<file path="config.mk">
export PLATFORM = sky130hd
export DESIGN_NAME = qfd_decoder
export DESIGN_NICKNAME = d
export VERILOG_FILES = /design/src/qfd_pkg.sv /design/src/qfd_pin_sync.sv /design/src/qfd_op_table.sv /design/src/qfd_decoder.sv
export SDC_FILE = /design/constraint.sdc
export NUM_CORES = 1
export LEC_CHECK = 0
export BUFFER_PORTS_ARGS = -buffer_cell sky130_fd_sc_hd__clkbuf_2
export CAP_MARGIN = 15
export CORE_MARGIN = 3
export CORE_UTILIZATION = 50
export CTS_CLUSTER_DIAMETER = 40
export DETAILED_ROUTE_END_ITERATION = 16
export PLACE_DENSITY = 0.67
export RECOVER_POWER = 25
export SKIP_LAST_GASP = 1
export SYNTH_ARGS = -nofsm -noshare
export SYNTH_HDL_FRONTEND = slang
export SYNTH_HIERARCHICAL = 1
export SYNTH_SLANG_ARGS = --single-unit
</file>
<file path="constraint.sdc">
create_clock -name clk -period 2.7 [get_ports clk]
set_input_delay 0 -clock clk [delete_from_list [all_inputs] [get_ports clk]]
set_output_delay 0 -clock clk [all_outputs]
set_load 0.03 [all_outputs]
</file>
<file path="src/qfd_pkg.sv">
// shared constants and types for the four-wire instruction decoder
package qfd_pkg;
  // opcodes of the four-wire instruction set
  localparam logic [7:0] OP_IDENT = 8'haf;
  localparam logic [7:0] OP_DISC = 8'h5a;
  localparam logic [7:0] OP_FR0 = 8'h0b;
  localparam logic [7:0] OP_FR1 = 8'h6b;
  localparam logic [7:0] OP_FR2 = 8'heb;
  localparam logic [7:0] OP_OTPR = 8'h4b;
  localparam logic [7:0] OP_WLSET = 8'h06;
  localparam logic [7:0] OP_WLCLR = 8'h04;
  localparam logic [7:0] OP_PP0 = 8'h02;
  localparam logic [7:0] OP_PP1 = 8'h32;
  localparam logic [7:0] OP_PP2 = 8'h12;
  localparam logic [7:0] OP_OTPW = 8'h42;
  localparam logic [7:0] OP_SSE = 8'h20;
  localparam logic [7:0] OP_SE = 8'hd8;
  localparam logic [7:0] OP_BE = 8'hc7;
  localparam logic [7:0] OP_RESUME = 8'h7a;
  localparam logic [7:0] OP_SUSPEND = 8'h75;
  localparam logic [7:0] OP_STAT_RD = 8'h05;
  localparam logic [7:0] OP_STAT_WR = 8'h01;
  localparam logic [7:0] OP_LOCK_RD = 8'he8;
  localparam logic [7:0] OP_LOCK_WR = 8'he5;
  localparam logic [7:0] OP_FLAG_RD = 8'h70;
  localparam logic [7:0] OP_FLAG_CLR = 8'h50;
  localparam logic [7:0] OP_NV_RD = 8'hb5;
  localparam logic [7:0] OP_NV_WR = 8'hb1;
  localparam logic [7:0] OP_VC_RD = 8'h85;
  localparam logic [7:0] OP_VC_WR = 8'h81;
  localparam logic [7:0] OP_EC_RD = 8'h65;
  localparam logic [7:0] OP_EC_WR = 8'h61;
  localparam logic [7:0] OP_SLP_IN = 8'hb9;
  localparam logic [7:0] OP_SLP_OUT = 8'hab;
  // phase lengths and byte limits
  localparam logic [2:0] ADDR_NIBS = 3'h6;
  localparam logic [3:0] DUMMY_DEF = 4'ha;
  localparam logic [3:0] DISC_DUMMY = 4'h8;
  localparam logic [8:0] ID_BYTES = 9'h003;
  localparam logic [8:0] OTP_MAX = 9'h041;
  localparam logic [8:0] PAGE_MAX = 9'h100;
  localparam logic [8:0] NV_BYTES = 9'h002;
  localparam logic [8:0] CNT_SAT = 9'h1ff;
  typedef enum logic [1:0] {DIR_NONE, DIR_IN, DIR_OUT} qfd_dir_e;
  typedef enum logic [1:0] {DUM_NONE, DUM_CFG, DUM_DISC} qfd_dum_e;
  // gray along idle, opcode, address, dummy, data
  typedef enum logic [2:0] {
    PH_IDLE = 3'h0, PH_OPC = 3'h1, PH_ADDR = 3'h3,
    PH_DUMMY = 3'h2, PH_DATA = 3'h6, PH_SKIP = 3'h7
  } qfd_phase_e;
  typedef struct packed {
    logic valid;
    logic addr3;
    qfd_dum_e dum;
    qfd_dir_e dir;
    logic [8:0] dmin;
    logic [8:0] dmax;
    logic chk;
    logic ident;
  } qfd_cmd_s;
endpackage

</file>
<file path="src/qfd_pin_sync.sv">
// two-stage synchroniser with edge detection for the link pins
`timescale 1ns/1ps
`default_nettype none
module qfd_pin_sync #(
  parameter int W = 6,
  parameter logic [W-1:0] INIT = '0
) (
  // clock and reset
  input wire logic clk,
  input wire logic rst_n,
  // raw pins and their synchronised views
  input wire logic [W-1:0] pin,
  output logic [W-1:0] lvl,
  output logic [W-1:0] rise,
  output logic [W-1:0] fall
);
  typedef struct packed {
    logic [W-1:0] s1;
    logic [W-1:0] s2;
    logic [W-1:0] s3;
  } qfd_sync_s;
  qfd_sync_s st_reg, st_next;

  // shift the pins through three stages; only s2 and s3 are read
  always_comb begin
    st_next = st_reg;
    st_next.s1 = pin;
    st_next.s2 = st_reg.s1;
    st_next.s3 = st_reg.s2;
  end

  always_ff @(posedge clk) begin
    if (!rst_n) begin
      st_reg <= {INIT, INIT, INIT};
    end else begin
      st_reg <= st_next;
    end
  end

  // levels and edges from the settled stages
  assign lvl = st_reg.s2;
  assign rise = st_reg.s2 & ~st_reg.s3;
  assign fall = ~st_reg.s2 & st_reg.s3;
endmodule
`default_nettype wire

</file>
<file path="src/qfd_op_table.sv">
// opcode table: address, dummy, direction and byte limits per opcode
`timescale 1ns/1ps
`default_nettype none
module qfd_op_table (
  // opcode in, attributes out
  input wire logic [7:0] opc,
  output qfd_pkg::qfd_cmd_s cmd
);
  function automatic qfd_pkg::qfd_cmd_s mk(
    input logic a3, input qfd_pkg::qfd_dum_e du,
    input qfd_pkg::qfd_dir_e di, input logic [8:0] mn,
    input logic [8:0] mx, input logic ck);
    mk = '{1'b1, a3, du, di, mn, mx, ck, 1'b0};
  endfunction

  // anything not listed stays invalid
  always_comb begin
    cmd = '0;
    case (opc)
      qfd_pkg::OP_IDENT: begin
        cmd = mk(1'b0, qfd_pkg::DUM_NONE, qfd_pkg::DIR_OUT, 9'h001,
                 qfd_pkg::ID_BYTES, 1'b0);
        cmd.ident = 1'b1;
      end
      qfd_pkg::OP_DISC: cmd = mk(1'b1, qfd_pkg::DUM_DISC,
        qfd_pkg::DIR_OUT, 9'h001, 9'h000, 1'b0);
      qfd_pkg::OP_FR0, qfd_pkg::OP_FR1, qfd_pkg::OP_FR2:
        cmd = mk(1'b1, qfd_pkg::DUM_CFG, qfd_pkg::DIR_OUT, 9'h001,
                 9'h000, 1'b0);
      qfd_pkg::OP_OTPR: cmd = mk(1'b1, qfd_pkg::DUM_CFG,
        qfd_pkg::DIR_OUT, 9'h001, qfd_pkg::OTP_MAX, 1'b0);
      qfd_pkg::OP_PP0, qfd_pkg::OP_PP1, qfd_pkg::OP_PP2:
        cmd = mk(1'b1, qfd_pkg::DUM_NONE, qfd_pkg::DIR_IN, 9'h001,
                 qfd_pkg::PAGE_MAX, 1'b1);
      qfd_pkg::OP_OTPW: cmd = mk(1'b1, qfd_pkg::DUM_NONE,
        qfd_pkg::DIR_IN, 9'h001, qfd_pkg::OTP_MAX, 1'b1);
      qfd_pkg::OP_SSE, qfd_pkg::OP_SE: cmd = mk(1'b1,
        qfd_pkg::DUM_NONE, qfd_pkg::DIR_NONE, 9'h000, 9'h000, 1'b1);
      qfd_pkg::OP_WLSET, qfd_pkg::OP_WLCLR, qfd_pkg::OP_BE,
      qfd_pkg::OP_RESUME, qfd_pkg::OP_SUSPEND, qfd_pkg::OP_FLAG_CLR:
        cmd = mk(1'b0, qfd_pkg::DUM_NONE, qfd_pkg::DIR_NONE, 9'h000,
                 9'h000, 1'b1);
      qfd_pkg::OP_STAT_RD, qfd_pkg::OP_FLAG_RD, qfd_pkg::OP_VC_RD,
      qfd_pkg::OP_EC_RD: cmd = mk(1'b0, qfd_pkg::DUM_NONE,
        qfd_pkg::DIR_OUT, 9'h001, 9'h000, 1'b0);
      qfd_pkg::OP_STAT_WR, qfd_pkg::OP_VC_WR, qfd_pkg::OP_EC_WR:
        cmd = mk(1'b0, qfd_pkg::DUM_NONE, qfd_pkg::DIR_IN, 9'h001,
                 9'h001, 1'b1);
      qfd_pkg::OP_LOCK_RD: cmd = mk(1'b1, qfd_pkg::DUM_NONE,
        qfd_pkg::DIR_OUT, 9'h001, 9'h000, 1'b0);
      qfd_pkg::OP_LOCK_WR: cmd = mk(1'b1, qfd_pkg::DUM_NONE,
        qfd_pkg::DIR_IN, 9'h001, 9'h001, 1'b1);
      qfd_pkg::OP_NV_RD: cmd = mk(1'b0, qfd_pkg::DUM_NONE,
        qfd_pkg::DIR_OUT, qfd_pkg::NV_BYTES, qfd_pkg::NV_BYTES,
        1'b0);
      qfd_pkg::OP_NV_WR: cmd = mk(1'b0, qfd_pkg::DUM_NONE,
        qfd_pkg::DIR_IN, qfd_pkg::NV_BYTES, qfd_pkg::NV_BYTES,
        1'b1);
      qfd_pkg::OP_SLP_IN, qfd_pkg::OP_SLP_OUT: cmd = mk(1'b0,
        qfd_pkg::DUM_NONE, qfd_pkg::DIR_NONE, 9'h000, 9'h000,
        1'b0);
      default: cmd = '0;
    endcase
  end
endmodule
`default_nettype wire

</file>
<file path="src/qfd_decoder.sv">
// four-wire serial flash instruction decoder, device side
`timescale 1ns/1ps
`default_nettype none
module qfd_decoder #(
  parameter logic [7:0] MFR_ID = 8'h5c, // arbitrary value
  parameter logic [15:0] DEV_ID = 16'h1234 // arbitrary value
) (
  // clock and reset
  input wire logic clk,
  input wire logic rst_n,
  // link pins
  input wire logic sclk,
  input wire logic cs_n,
  input wire logic [3:0] dq_in,
  output logic [3:0] dq_out,
  output logic [3:0] dq_oe,
  // device status and settings
  input wire logic prog_busy,
  input wire logic [3:0] dummy_cfg,
  output logic sleeping,
  // executed instruction
  output logic exec,
  output logic reject,
  output logic [7:0] exec_op,
  output logic [23:0] exec_addr,
  // incoming data bytes
  output logic wr_valid,
  output logic [7:0] wr_data,
  // outgoing data bytes
  output logic rd_start,
  output logic rd_next,
  input wire logic [7:0] rd_data
);
  typedef struct packed {
    qfd_pkg::qfd_phase_e phase;
    qfd_pkg::qfd_cmd_s cmd;
    logic [7:0] opc;
    logic [23:0] addr;
    logic [2:0] acnt;
    logic [3:0] dcnt;
    logic [8:0] bytes;
    logic half;
    logic [3:0] lo;
    logic [3:0] dq;
    logic oe;
    logic sleep;
    logic exec;
    logic reject;
    logic wr_valid;
    logic [7:0] wr_data;
    logic rd_start;
    logic rd_next;
  } qfd_state_s;
  qfd_state_s st_reg, st_next;

  logic [5:0] pin_lvl, pin_rise, pin_fall;
  logic cs_s, cs_rise, cs_fall, sck_rise, sck_fall;
  logic [3:0] dq_s;
  logic [7:0] op_now, id_byte, src;
  logic [3:0] need;
  logic ok;
  qfd_pkg::qfd_cmd_s dec;

  // all pins pass two flip-flops before use
  qfd_pin_sync #(
    .W(6),
    .INIT(6'h20)
  ) u_sync (
    .clk(clk),
    .rst_n(rst_n),
    .pin({cs_n, sclk, dq_in}),
    .lvl(pin_lvl),
    .rise(pin_rise),
    .fall(pin_fall)
  );

  // synchronised link views
  assign cs_s = pin_lvl[5];
  assign cs_rise = pin_rise[5];
  assign cs_fall = pin_fall[5];
  assign sck_rise = pin_rise[4] & ~cs_s;
  assign sck_fall = pin_fall[4] & ~cs_s;
  assign dq_s = pin_lvl[3:0];
  assign op_now = {st_reg.opc[7:4], dq_s};

  qfd_op_table u_tab (
    .opc(op_now),
    .cmd(dec)
  );

  // dummy length: discovery never below eight full clocks
  always_comb begin
    case (st_reg.cmd.dum)
      qfd_pkg::DUM_CFG: need = dummy_cfg;
      qfd_pkg::DUM_DISC: need = (dummy_cfg < qfd_pkg::DISC_DUMMY) ?
        qfd_pkg::DISC_DUMMY : dummy_cfg;
      default: need = 4'h0;
    endcase
  end

  // ident bytes: maker then two device bytes, no serial code
  always_comb begin
    case (st_reg.bytes[1:0])
      2'h0: id_byte = MFR_ID;
      2'h1: id_byte = DEV_ID[15:8];
      default: id_byte = DEV_ID[7:0];
    endcase
  end
  assign src = st_reg.cmd.ident ? id_byte : rd_data;

  // byte boundary and count check at select rise
  assign ok = !st_reg.cmd.chk || (!st_reg.half &&
    st_reg.bytes >= st_reg.cmd.dmin &&
    st_reg.bytes <= st_reg.cmd.dmax);

  // instruction sequencer
  always_comb begin
    st_next = st_reg;
    st_next.exec = 1'b0;
    st_next.reject = 1'b0;
    st_next.wr_valid = 1'b0;
    st_next.rd_start = 1'b0;
    st_next.rd_next = 1'b0;
    if (cs_rise) begin
      // end of selection: stop driving, go to standby
      st_next.phase = qfd_pkg::PH_IDLE;
      st_next.oe = 1'b0;
      st_next.half = 1'b0;
      if (st_reg.phase == qfd_pkg::PH_DATA &&
          st_reg.cmd.dir != qfd_pkg::DIR_OUT) begin
        if (ok) begin
          st_next.exec = 1'b1;
          if (st_reg.opc == qfd_pkg::OP_SLP_IN) begin
            st_next.sleep = 1'b1;
          end else if (st_reg.opc == qfd_pkg::OP_SLP_OUT) begin
            st_next.sleep = 1'b0;
          end
        end else begin
          st_next.reject = 1'b1;
        end
      end else if (st_reg.phase == qfd_pkg::PH_ADDR &&
                   st_reg.cmd.chk) begin
        st_next.reject = 1'b1;
      end
    end else if (cs_fall) begin
      st_next.phase = qfd_pkg::PH_OPC;
      st_next.half = 1'b0;
      st_next.bytes = 9'h000;
      st_next.oe = 1'b0;
    end else if (!cs_s) begin
      case (st_reg.phase)
        qfd_pkg::PH_OPC: begin
          if (sck_rise && !st_reg.half) begin
            st_next.opc[7:4] = dq_s;
            st_next.half = 1'b1;
          end else if (sck_rise) begin
            st_next.opc = op_now;
            st_next.half = 1'b0;
            st_next.acnt = 3'h0;
            if ((st_reg.sleep && op_now != qfd_pkg::OP_SLP_OUT) ||
                !dec.valid || (dec.ident && prog_busy)) begin
              st_next.phase = qfd_pkg::PH_SKIP;
              st_next.reject = 1'b1;
            end else begin
              st_next.cmd = dec;
              if (dec.addr3) begin
                st_next.phase = qfd_pkg::PH_ADDR;
              end else begin
                st_next.phase = qfd_pkg::PH_DATA;
                st_next.rd_start = dec.dir == qfd_pkg::DIR_OUT &&
                  !dec.ident;
              end
            end
          end
        end
        qfd_pkg::PH_ADDR: begin
          if (sck_rise) begin
            st_next.addr = {st_reg.addr[19:0], dq_s};
            st_next.acnt = st_reg.acnt + 3'h1;
            if (st_reg.acnt == qfd_pkg::ADDR_NIBS - 3'h1) begin
              if (need != 4'h0) begin
                st_next.phase = qfd_pkg::PH_DUMMY;
                st_next.dcnt = need;
              end else begin
                st_next.phase = qfd_pkg::PH_DATA;
                st_next.rd_start = st_reg.cmd.dir == qfd_pkg::DIR_OUT;
              end
            end
          end
        end
        qfd_pkg::PH_DUMMY: begin
          if (sck_rise) begin
            // one full clock per dummy, never compressed
            st_next.dcnt = st_reg.dcnt - 4'h1;
            if (st_reg.dcnt == 4'h1) begin
              st_next.phase = qfd_pkg::PH_DATA;
              st_next.rd_start = 1'b1;
            end
          end
        end
        qfd_pkg::PH_DATA: begin
          if (st_reg.cmd.dir == qfd_pkg::DIR_OUT) begin
            // output high nibble then low on falling edges
            if (sck_fall && !st_reg.half) begin
              if (st_reg.cmd.dmax != 9'h000 &&
                  st_reg.bytes == st_reg.cmd.dmax) begin
                st_next.oe = 1'b0;
              end else begin
                st_next.oe = 1'b1;
                st_next.dq = src[7:4];
                st_next.lo = src[3:0];
                st_next.bytes = st_reg.bytes + 9'h001;
                st_next.half = 1'b1;
                st_next.rd_next = !st_reg.cmd.ident;
              end
            end else if (sck_fall) begin
              st_next.dq = st_reg.lo;
              st_next.half = 1'b0;
            end
          end else if (sck_rise && !st_reg.half) begin
            st_next.lo = dq_s;
            st_next.half = 1'b1;
          end else if (sck_rise) begin
            // pair nibbles into bytes, pass those within limit
            st_next.half = 1'b0;
            if (st_reg.bytes != qfd_pkg::CNT_SAT) begin
              st_next.bytes = st_reg.bytes + 9'h001;
            end
            if (st_reg.bytes < st_reg.cmd.dmax) begin
              st_next.wr_valid = 1'b1;
              st_next.wr_data = {st_reg.lo, dq_s};
            end
          end
        end
        qfd_pkg::PH_SKIP: st_next.oe = 1'b0;
        default: st_next.phase = qfd_pkg::PH_IDLE;
      endcase
    end
  end

  always_ff @(posedge clk) begin
    if (!rst_n) begin
      st_reg <= '0;
    end else begin
      st_reg <= st_next;
    end
  end

  // outputs straight from state
  assign dq_out = st_reg.dq;
  assign dq_oe = {4{st_reg.oe}};
  assign sleeping = st_reg.sleep;
  assign exec = st_reg.exec;
  assign reject = st_reg.reject;
  assign exec_op = st_reg.opc;
  assign exec_addr = st_reg.addr;
  assign wr_valid = st_reg.wr_valid;
  assign wr_data = st_reg.wr_data;
  assign rd_start = st_reg.rd_start;
  assign rd_next = st_reg.rd_next;
endmodule
`default_nettype wire

</file>
==> implementation parameters, run 1 <==
Parameter                              Value

Run status
  Outcome ... complete, no violations

Clock tree
  TritonCTS clock tree ... yes
  Clk slew on worst S/H paths ... 0.05 ns
  Number of clock buffers inserted by TritonCTS ... 17
  Library cell used as clock root buffer ... clkbuf_16
  Maximum level of the CTS H-tree ... 4
  Number of setup buffers added after CTS ... 0
  Insertion delay to the later sink of the worst-skew pair ... 0.42 ns
  Longest Clk Path Bufs ... 2
  TritonCTS sink count ... 113

Final layout
  Fraction of final layout cells with drive strength greater than 1 ... 0.166
  Max FFs per register ... 48
  Signed area change from the synthesized netlist to the final layout ... 14.2%
  Diodes inserted ... 0
  Final #Nets ... a little under 900
  Non-filler cells in the finished layout ... 1,009

STA
  Slew at the pin with the worst max-slew slack ... 0.758 ns
  Setup repair after global routing missed its margin ... true
  Pins over their slew limit ... 0
  Final-report hold violation count ... 0
  Clock Skews ... ~0.008 ns
  Share of the cycle needed by the critical path after routing ... 0.941
  Number of endpoints failing setup at the final stage ... 0
  Tightest slew margin relative to the limit ... 0.494
  Post-route minimum period ... 2.54 ns
  Top achievable clock speed ... 393 MHz

Global route
  Global Route Usage Sum ... 0.225
  Grt ovf ... 0
  Largest net degree at the start of global routing ... 44
  Wire length of the first global-routing pass ... 25,900 um
  Via count of the first global-routing pass ... 5,274
  Antenna violations before repair ... 0

Placed design
  DP HPWL ... ~11,000 um
  Count of input and output buffers ... 74
  Placer congestion estimate ... 0.894
  Total instance count after detailed placement ... 967

Critical path
  Setup crit end kind ... register
  Endpoint of the lowest-slack register-to-register path ... st_reg[29]
  Crit path kind ... register to register
  Register-to-register setup slack ... 0.16 ns
  Worst setup path endpoint ... st_reg[29]
  Critical Path Start Type ... register
  Setup crit start ... st_reg[25]
  Data required time of the worst path ... 3.04 ns
  Depth of the worst register-to-register path ... 9
  RR Startpoint ... st_reg[25]
  CP Max Fanout ... 7
  Data arrival at the endpoint of the critical path ... 2.88 ns

Die
  I/O pin count ... 75
  Horizontal extent of the die ... 119 um
  Die Ht ... 119 um
  Number of rows created at floorplan ... 40
  Initial Util ... 0.520
  Die ar. ... 0.0141 sq mm
  Placeable core area ... between 0.01 and 0.015 sq mm

Yosys
  Mapped Avg Cell Area ... 8.18 sq um
  Cell count after synthesis ... 780
  Netlist area before placement ... 0.00638 sq mm
  Warnings, synthesis ... 6

Power and ir drop
  Worst IR Drop VDD ... 0.411 mV
  Power Dens Cells ... between 500 and 600 mW/mm^2
  Leakage dissipation ... 2.93 nW
  Total power of the final layout ... 4.11 mW

Routing
  Post-DR vias/cell ... about 5.5
  Number of design-rule violations left by the first detailed-router iteration ... 311
  TritonRoute pass-1 iters ... 5
  Post-route ant nets ... 0
  Routed vias ... about 5,500
  DRC Markers ... 0
  WL per Instance ... 15.4 um
  Drt total wl ... 15,600 um

Job
  Max-capacitance violation count ... 0

Hold path
  Class of the tightest hold or removal check ... primary input to register
  HP Start ... rd_data[1]
==> metrics by stage <==
step                       TNS, ns   util  hold WS, ns  setup slack [ns]  area (sq um)
after floorplan                  0      -       0.0964             0.278          6420
after global placement           0  0.539        0.189             0.211          6610
after detailed placement         0  0.539        0.194             0.103          6610
after CTS                        0  0.595       0.0148            0.0844          7300
after global routing      -0.00461  0.594       0.0622          -0.00461          7280
final                            0  0.594       0.0310             0.158          7280
==> cells in the final DEF, fill, tap and decap left out, types with 10 or more instances in the layout <==
cell / count
a21oi_1: 61
buf_4: 32
clkbuf_1: 28
clkbuf_16: 17
clkbuf_2: 47
conb_1: 12
dfxtp_1: 112
dlygate4sd3_1: 10
ha_1: 29
inv_1: 36
mux2i_1: 45
nand2_1: 96
nand2b_1: 13
nand3_1: 20
nor2_1: 74
nor2b_1: 13
nor3_1: 13
nor4_1: 11
o21ai_0: 18
==> metal layers <==
metal  routed length (um)  global-route usage  vias to the layer above
met5                    0                   0                        -
met4                  260              0.0920                        0
met3                  899              0.0518                       23
met2                 7400               0.365                      170
met1                 7020               0.288                     2625
li1                     -                   -                     2727
==> where the power goes <==
| part | leakage (nW) | internal, mW | switching, mW | total, mW |
|---|---|---|---|---|
| sequential | 0.913 | 1.68 | 0.0136 | 1.69 |
| combinational | 1.74 | 0.0650 | 0.0948 | 0.160 |
| clock | 0.278 | 1.44 | 0.811 | 2.25 |
| total | 2.93 | 3.19 | 0.919 | 4.11 |
==> worst min path at each step <==
stage               cells after the start  slack, ns                  to
floorplan                               1        0.1  u_sync/st_next[11]
global placement                        2       0.19  u_sync/st_next[11]
detailed placement                      2       0.19  u_sync/st_next[11]
CTS                                     5       0.01          st_reg[20]
global route                            4       0.06          st_reg[35]
finish                                  5       0.03          st_reg[20]
==> worst max-delay path: stages (launching register included) <==
cell      delay (ns)
dfxtp_1         0.36
ha_1            0.23
and3_1          0.22
and3_1          0.21
and3_1          0.19
ha_1            0.18
nand4b_1        0.27
a211oi_4        0.49
a21oi_1         0.13
a31oi_1         0.17
==> what timing repair did <==
| action | in CTS | in global routing |
|---|---|---|
| hold buffers | 10 | 0 |
| gates resized for setup | 0 | 4 |
| hold endpoints to repair | 10 | 0 |
| endpoints found under the setup margin | 0 | 26 |
==> area by class of cell <==
type	count	area [sq um]
clock buffers	18	429
clock inverters	14	165
fillers	1129	4980
inverters	38	143
multi-input cells	541	3380
flip-flops and latches	113	2260
well taps	168	210
repair buffers	117	697
Power figures use the tool's default switching activity.
==> inputs of run 2 (changes only) <==
- CTS_BUF_LIST: unset -> sky130_fd_sc_hd__clkbuf_4
==> implementation parameters, run 2 (same netlist as run 1, synthesis figures left out) <==
Parameter                              Value

Global route
  Largest net degree at the start of global routing ... 44 (unchanged)
  Via count of the first global-routing pass ... 5,227 (was 5,274)
  Wire length of the first global-routing pass ... 25,700 um (was 25,900 um)
  Global Route Usage Sum ... 0.223 (was 0.225)
  Antenna violations before repair ... 0 (unchanged)
  Grt ovf ... 0 (unchanged)

Critical path
  Data arrival at the endpoint of the critical path ... 3.03 ns (was 2.88 ns)
  Crit path kind ... register to register (unchanged)
  CP Max Fanout ... 6 (was 7)
  Critical Path Start Type ... register (unchanged)
  Register-to-register setup slack ... 0.15 ns (was 0.16 ns)
  RR Startpoint ... st_reg[25] (unchanged)
  Setup crit end kind ... register (unchanged)
  Worst setup path endpoint ... st_reg[32] (was st_reg[29])
  Endpoint of the lowest-slack register-to-register path ... st_reg[32] (was st_reg[29])
  Setup crit start ... st_reg[25] (unchanged)
  Data required time of the worst path ... 3.18 ns (was 3.04 ns)
  Depth of the worst register-to-register path ... 10 (was 9)

STA
  Total Neg Setup Slack ... 0 ns (unchanged)
  Clock Skews ... 0.0162 ns (was 0.00788 ns)
  Post-route minimum period ... 2.55 ns (was 2.54 ns)
  Top achievable clock speed ... 392 MHz (was 393 MHz)
  Setup repair after global routing missed its margin ... true (unchanged)
  Tightest slew margin relative to the limit ... 0.489 (was 0.494)
  Pins over their slew limit ... 0 (unchanged)
  Min Hold Slack ... 0.0723 ns (was 0.0310 ns)
  PnR worst setup slack ... 0.149 ns (was 0.158 ns)
  Number of endpoints failing setup at the final stage ... 0 (unchanged)
  Share of the cycle needed by the critical path after routing ... 0.945 (was 0.941)
  Final-report hold violation count ... 0 (unchanged)
  Slew at the pin with the worst max-slew slack ... 0.765 ns (was 0.758 ns)

Placed design
  Worst setup slack before clock tree synthesis ... 0.103 ns (unchanged)
  Placer congestion estimate ... 0.894 (unchanged)
  DP HPWL ... 11,500 um (unchanged)
  Count of input and output buffers ... 74 (unchanged)
  Post-placement cell area ... 0.00661 sq mm (unchanged)

Power and ir drop
  Power Dens Cells ... 452 mW/mm^2 (was 564 mW/mm^2)
  Total power of the final layout ... 3.20 mW (was 4.11 mW)
  Worst IR Drop VDD ... 0.422 mV (was 0.411 mV)
  Leakage dissipation ... 2.84 nW (was 2.93 nW)

Die
  Die ar. ... 0.0141 sq mm (unchanged)
  Number of rows created at floorplan ... 40 (unchanged)
  I/O pin count ... 75 (unchanged)
  Die Ht ... 119 um (unchanged)
  Horizontal extent of the die ... 119 um (unchanged)
  Placeable core area ... 0.0123 sq mm (unchanged)
  Initial Util ... 0.520 (unchanged)

Final layout
  Commonest non-fill, non-tap cells in the layout ... dfxtp_1 (112), nand2_1 (96), nor2_1 (74), a21oi_1 (61), clkbuf_2 (46) (was dfxtp_1 (112), nand2_1 (96), nor2_1 (74), a21oi_1 (61), clkbuf_2 (47))
  Final #Nets ... 888 (was 878)
  Signed area change from the synthesized netlist to the final layout ... 11.1% (was 14.2%)
  Max FFs per register ... 48 (unchanged)
  Diodes inserted ... 0 (unchanged)
  Most common cell after layout, fill and taps aside ... dfxtp_1 (unchanged)
  Fraction of final layout cells with drive strength greater than 1 ... 0.165 (was 0.166)
  Final instance area ... 0.00709 sq mm (was 0.00728 sq mm)

Clock tree
  Clk slew on worst S/H paths ... 0.11 ns (was 0.05 ns)
  TritonCTS clock tree ... yes (unchanged)
  TritonCTS sink count ... 113 (unchanged)
  Insertion delay to the later sink of the worst-skew pair ... 0.56 ns (was 0.42 ns)
  Number of clock buffers inserted by TritonCTS ... 17 (unchanged)
  Library cell used as clock root buffer ... clkbuf_4 (was clkbuf_16)
  Longest Clk Path Bufs ... 2 (unchanged)
  Maximum level of the CTS H-tree ... 4 (unchanged)

Routing
  WL per Instance ... 15.4 um (about the same)
  Drt total wl ... 15,700 um (was 15,600 um)
  DRC Markers ... 0 (unchanged)
  TritonRoute pass-1 iters ... 5 (unchanged)
  Number of design-rule violations left by the first detailed-router iteration ... 344 (was 311)
  Post-DR vias/cell ... 5.51 (was 5.50)
  Routed vias ... 5,615 (was 5,545)
  Post-route ant nets ... 0 (unchanged)

Job
  Max-capacitance violation count ... 0 (unchanged)

Run status
  Outcome ... complete, no violations (unchanged)

Hold path
  Class of the tightest hold or removal check ... primary input to register (unchanged)
[run 2: cell types whose count changed in the layout (fill, tap and decap cells not counted), sizes merged]
cell,previous run,this run
dlygate4sd3,10,20
[run 2: critical path: stages (launching register included)]
cell      delay, ns
dfxtp_1        0.38
ha_1           0.23
and3_1         0.21
and3_1         0.21
and3_1         0.19
ha_1           0.17
nand4b_1       0.26
a311oi_2       0.37
buf_4          0.19
nand3_1        0.09
a21oi_1        0.17
[run 2: how the worst min path moves through the flow]
stage,to,cells after the start,start
floorplan,u_sync/st_next[11],1,cs_n
global placement,u_sync/st_next[11],2,cs_n
detailed placement,u_sync/st_next[11],2,cs_n
CTS,st_reg[36],6,dummy_cfg[3]
global route,st_reg[36],6,dummy_cfg[3]
finish,st_reg[36],6,dummy_cfg[3]
[run 2: area by class of cell]
| class | instances | area, sq um |
|---|---|---|
| fill | 1159 | 5170 |
| multi-input combinational | 541 | 3380 |
| sequential | 113 | 2260 |
| timing repair buffer | 127 | 796 |
| tap | 168 | 210 |
| clock inverter | 14 | 165 |
| inverter | 38 | 143 |
| clock buffer | 18 | 135 |
[run 2: stage by stage]
step / std cells / util
after detailed placement: 967 / 0.539
after global routing: 1019 / 0.578
after global placement: 967 / 0.539
after floorplan: 791 / -
final: 1019 / 0.578
after CTS: 1019 / 0.579
[run 2: repair_timing]
action / in CTS / in global routing
hold endpoints to repair: 23 / 0
gates resized for setup: 0 / 4
endpoints found under the setup margin: 0 / 27
buffers inserted: 0 / 0
hold buffers: 20 / 0
[run 2: per-layer routing]
metal	routed length, um	global-route usage	vias up
met1	7160	0.286	2661
met3	845	0.0551	26
met4	323	0.0833	0
li1	-	-	2743
met5	0	0	-
met2	7330	0.362	185
[run 2: power breakdown]
group	leakage [nW]	internal, mW	switching, mW
Sequential	0.913	1.68	0.0138
Clock	0.150	0.646	0.692
Combinational	1.78	0.0745	0.0972
==> inputs of run 3 (changes only) <==
- PLACE_DENSITY: 0.67 -> 0.68
- SKIP_LAST_GASP: 1 -> unset
- SLEW_MARGIN: unset -> 20
- SYNTH_HIERARCHICAL: 1 -> unset
==> implementation parameters, run 3 <==
Parameter                              Value

Clock tree
  TritonCTS sink count ... 101 (was 113)
  Number of setup buffers added after CTS ... 0 (unchanged)
  Insertion delay to the later sink of the worst-skew pair ... 0.47 ns (was 0.56 ns)
  Number of clock buffers inserted by TritonCTS ... 9 (was 17)
  Library cell used as clock root buffer ... clkbuf_4 (unchanged)
  Maximum level of the CTS H-tree ... 3 (was 4)
  Clk slew on worst S/H paths ... 0.16 ns (was 0.11 ns)
  TritonCTS clock tree ... yes (unchanged)
  Longest Clk Path Bufs ... 2 (unchanged)

Routing
  WL per Instance ... 15.7 um (was 15.4 um)
  Post-route ant nets ... 0 (unchanged)
  Number of design-rule violations left by the first detailed-router iteration ... 442 (was 344)
  Drt total wl ... 14,500 um (was 15,700 um)
  DRC Markers ... 0 (unchanged)
  TritonRoute pass-1 iters ... 5 (unchanged)
  Post-DR vias/cell ... 5.69 (was 5.51)
  Routed vias ... 5,267 (was 5,615)

STA
  Clock Skews ... 0.0138 ns (was 0.0162 ns)
  Post-route minimum period ... 2.56 ns (was 2.55 ns)
  Top achievable clock speed ... 390 MHz (was 392 MHz)
  Final-report hold violation count ... 0 (unchanged)
  Number of endpoints failing setup at the final stage ... 0 (unchanged)
  Pins over their slew limit ... 0 (unchanged)
  Setup repair after global routing missed its margin ... false (was true)
  Total Neg Setup Slack ... 0 ns (unchanged)
  Share of the cycle needed by the critical path after routing ... 0.950 (was 0.945)
  Tightest slew margin relative to the limit ... 0.408 (was 0.489)
  Slew at the pin with the worst max-slew slack ... 0.883 ns (was 0.765 ns)

Job
  Max-capacitance violation count ... 0 (unchanged)

Yosys
  Top FF cell, synth ... dfxtp_1
  Warnings, synthesis ... 0 (was 6)
  Main area contributors after synthesis ... dfxtp_1 (35%), mux2i_1 (6.4%), buf_4 (6.3%)
  Proportion of synthesized chip area in sequential cells ... 0.351
  Largest area contributor in the netlist ... dfxtp_1
  Cell count after synthesis ... 724 (was 780)
  Portion of synthesized cell area occupied by the leading cell type ... 0.351
  Post-synth top cells ... dfxtp_1 (101), nand2_1 (92), nor2_1 (67)
  Post-synthesis sequential element count ... about 100
  Synthesized net count ... approximately 770
  Netlist area before placement ... 0.00576 sq mm (was 0.00638 sq mm)
  Post-synth EDFFs ... 0
  Number of unique standard cell types used by synthesis ... 61
  Mapped Avg Cell Area ... 7.96 sq um (was 8.18 sq um)
  Post-synthesis async set-or-reset flop share ... 0
  Most common cell in the netlist ... dfxtp_1

Hold path
  Class of the tightest hold or removal check ... primary input to register (unchanged)

Critical path
  Setup crit end kind ... register (unchanged)
  Data arrival at the endpoint of the critical path ... 2.92 ns (was 3.03 ns)
  Depth of the worst register-to-register path ... 6 (was 10)
  Crit path kind ... register to register (unchanged)
  Worst setup path endpoint ... sleeping (was st_reg[32])
  Endpoint of the lowest-slack register-to-register path ... sleeping (was st_reg[32])
  Crit path cell chain ... or4_4, o31a_1, o31a_1, o211a_1, o21ai_0, or3b_2 (was ha_1, and3_1, and3_1, and3_1, ha_1, nand4b_1, a311oi_2, buf_4, nand3_1, a21oi_1)
  Setup crit start ... st_reg[26] (was st_reg[25])
  RR Startpoint ... st_reg[26] (was st_reg[25])
  CP Max Fanout ... 7 (was 6)
  Highest-delay cell along the critical path ... or4_4 (was dfxtp_1)
  Largest stage delay on the critical path ... 0.57 ns (was 0.38 ns)
  Data required time of the worst path ... 3.05 ns (was 3.18 ns)
  Most common cell type on the critical path ... o31a_1 (was and3_1)
  Critical Path Start Type ... register (unchanged)
  Register-to-register setup slack ... 0.14 ns (was 0.15 ns)

Global route
  Via count of the first global-routing pass ... 4,884 (was 5,227)
  Grt ovf ... 0 (unchanged)
  Largest net degree at the start of global routing ... 43 (was 44)
  Most congested layer reported by global routing ... met2 (unchanged)
  Grt met3 use ... 0.0433 (was 0.0551)
  Global Route Usage Sum ... 0.228 (was 0.223)
  Antenna violations before repair ... 0 (unchanged)
  GR met2 Demand/Resource ... 0.360 (was 0.362)
  GR Util met1 ... 0.314 (was 0.286)
  Wire length of the first global-routing pass ... 24,000 um (was 25,700 um)

Die
  Initial Util ... 0.522 (was 0.520)
  Number of rows created at floorplan ... 38 (was 40)
  Die Ht ... 113 um (was 119 um)
  Die ar. ... 0.0128 sq mm (was 0.0141 sq mm)
  Horizontal extent of the die ... 113 um (was 119 um)
  I/O pin count ... 75 (unchanged)
  Placeable core area ... 0.0110 sq mm (was 0.0123 sq mm)

Power and ir drop
  Power Dens Cells ... 405 mW/mm^2 (was 452 mW/mm^2)
  Worst IR Drop VDD ... 0.378 mV (was 0.422 mV)
  Leakage dissipation ... 2.48 nW (was 2.84 nW)

Placed design
  DP HPWL ... 10,600 um (was 11,500 um)
  Placer congestion estimate ... 0.947 (was 0.894)
  Total instance count after detailed placement ... 891 (was 967)
  Count of input and output buffers ... 74 (unchanged)

Final layout
  Signed area change from the synthesized netlist to the final layout ... 12.1% (was 11.1%)
  Max FFs per register ... 36 (was 48)
  Fraction of final layout cells with drive strength greater than 1 ... 0.164 (was 0.165)
  Most common cell after layout, fill and taps aside ... dfxtp_1 (unchanged)
  Non-filler cells in the finished layout ... 926 (was 1,019)
  Commonest non-fill, non-tap cells in the layout ... dfxtp_1 (101), nand2_1 (92), nor2_1 (67), a21oi_1 (64), clkbuf_2 (49) (was dfxtp_1 (112), nand2_1 (96), nor2_1 (74), a21oi_1 (61), clkbuf_2 (46))
  Final cell utilization of the core ... 0.585 (was 0.578)
  Diodes inserted ... 0 (unchanged)
  Final #Nets ... 823 (was 888)

Run status
  Outcome ... complete, no violations (unchanged)
==> run 3: cell type report <==
class | instances | area [sq um]
fill | 1016 | 4570
multi-input combinational | 510 | 3140
sequential | 101 | 2020
timing repair buffer | 138 | 880
tap | 140 | 175
clock inverter | 7 | 95.1
inverter | 21 | 78.8
clock buffer | 9 | 67.6
==> run 3: worst max-delay path: cells and delay by family (launching register included) <==
family             cells  cell delay [ns]
AOI/OAI and AO/OA      4             1.03
DFF                    1             0.39
and+or+nand+nor        2             1.03
==> run 3: power breakdown <==
group / internal, mW / leakage [nW] / switching, mW
Clock: 0.381 / 0.0887 / 0.518
Sequential: 1.50 / 0.816 / 0.0160
Combinational: 0.0844 / 1.58 / 0.110
Total: 1.97 / 2.48 / 0.644
==> run 3: repair_timing <==
action | CTS | global route
hold buffers | 19 | 0
endpoints found under the hold margin | 18 | 0
endpoints found under the setup margin | 0 | 14
resized for setup | 0 | 2
==> run 3: worst min path at each step <==
stage | startpoint | cells after the start | slack [ns] | end
floorplan | cs_n | 1 | 0.10 | u_sync.st_next[11]
global placement | cs_n | 2 | 0.19 | u_sync.st_next[11]
detailed placement | cs_n | 2 | 0.19 | u_sync.st_next[11]
CTS | dummy_cfg[3] | 5 | 0.03 | st_reg[36]
global route | dummy_cfg[3] | 5 | 0.08 | st_reg[36]
finish | dummy_cfg[3] | 5 | 0.04 | st_reg[36]
==> run 3: routing by layer <==
| layer | vias up | wire length (um) |
|---|---|---|
| li1 | 2602 | - |
| met1 | 2465 | 6750 |
| met2 | 163 | 6600 |
| met3 | 37 | 851 |
| met4 | 0 | 332 |
| met5 | - | 0 |
==> run 3: cell families after synthesis <==
family | share of synthesized area
xor+xnor | 0.00304
fa+ha+maj | 0.0456
simple gates | 0.271
buf+inv | 0.106
flops | 0.351
mux | 0.0643
compound gates | 0.159
==> run 3: through the flow <==
stage	hold WS (ns)	area, sq um	setup slack [ns]	total power, mW
CTS	0.0266	6480	0.144	2.64
detailed placement	0.194	6130	0.190	1.72
floorplan	0.101	5760	0.113	1.65
finish	0.0438	6460	0.135	2.61
global route	0.0762	6460	0.00254	2.71
global placement	0.186	6130	0.198	1.72
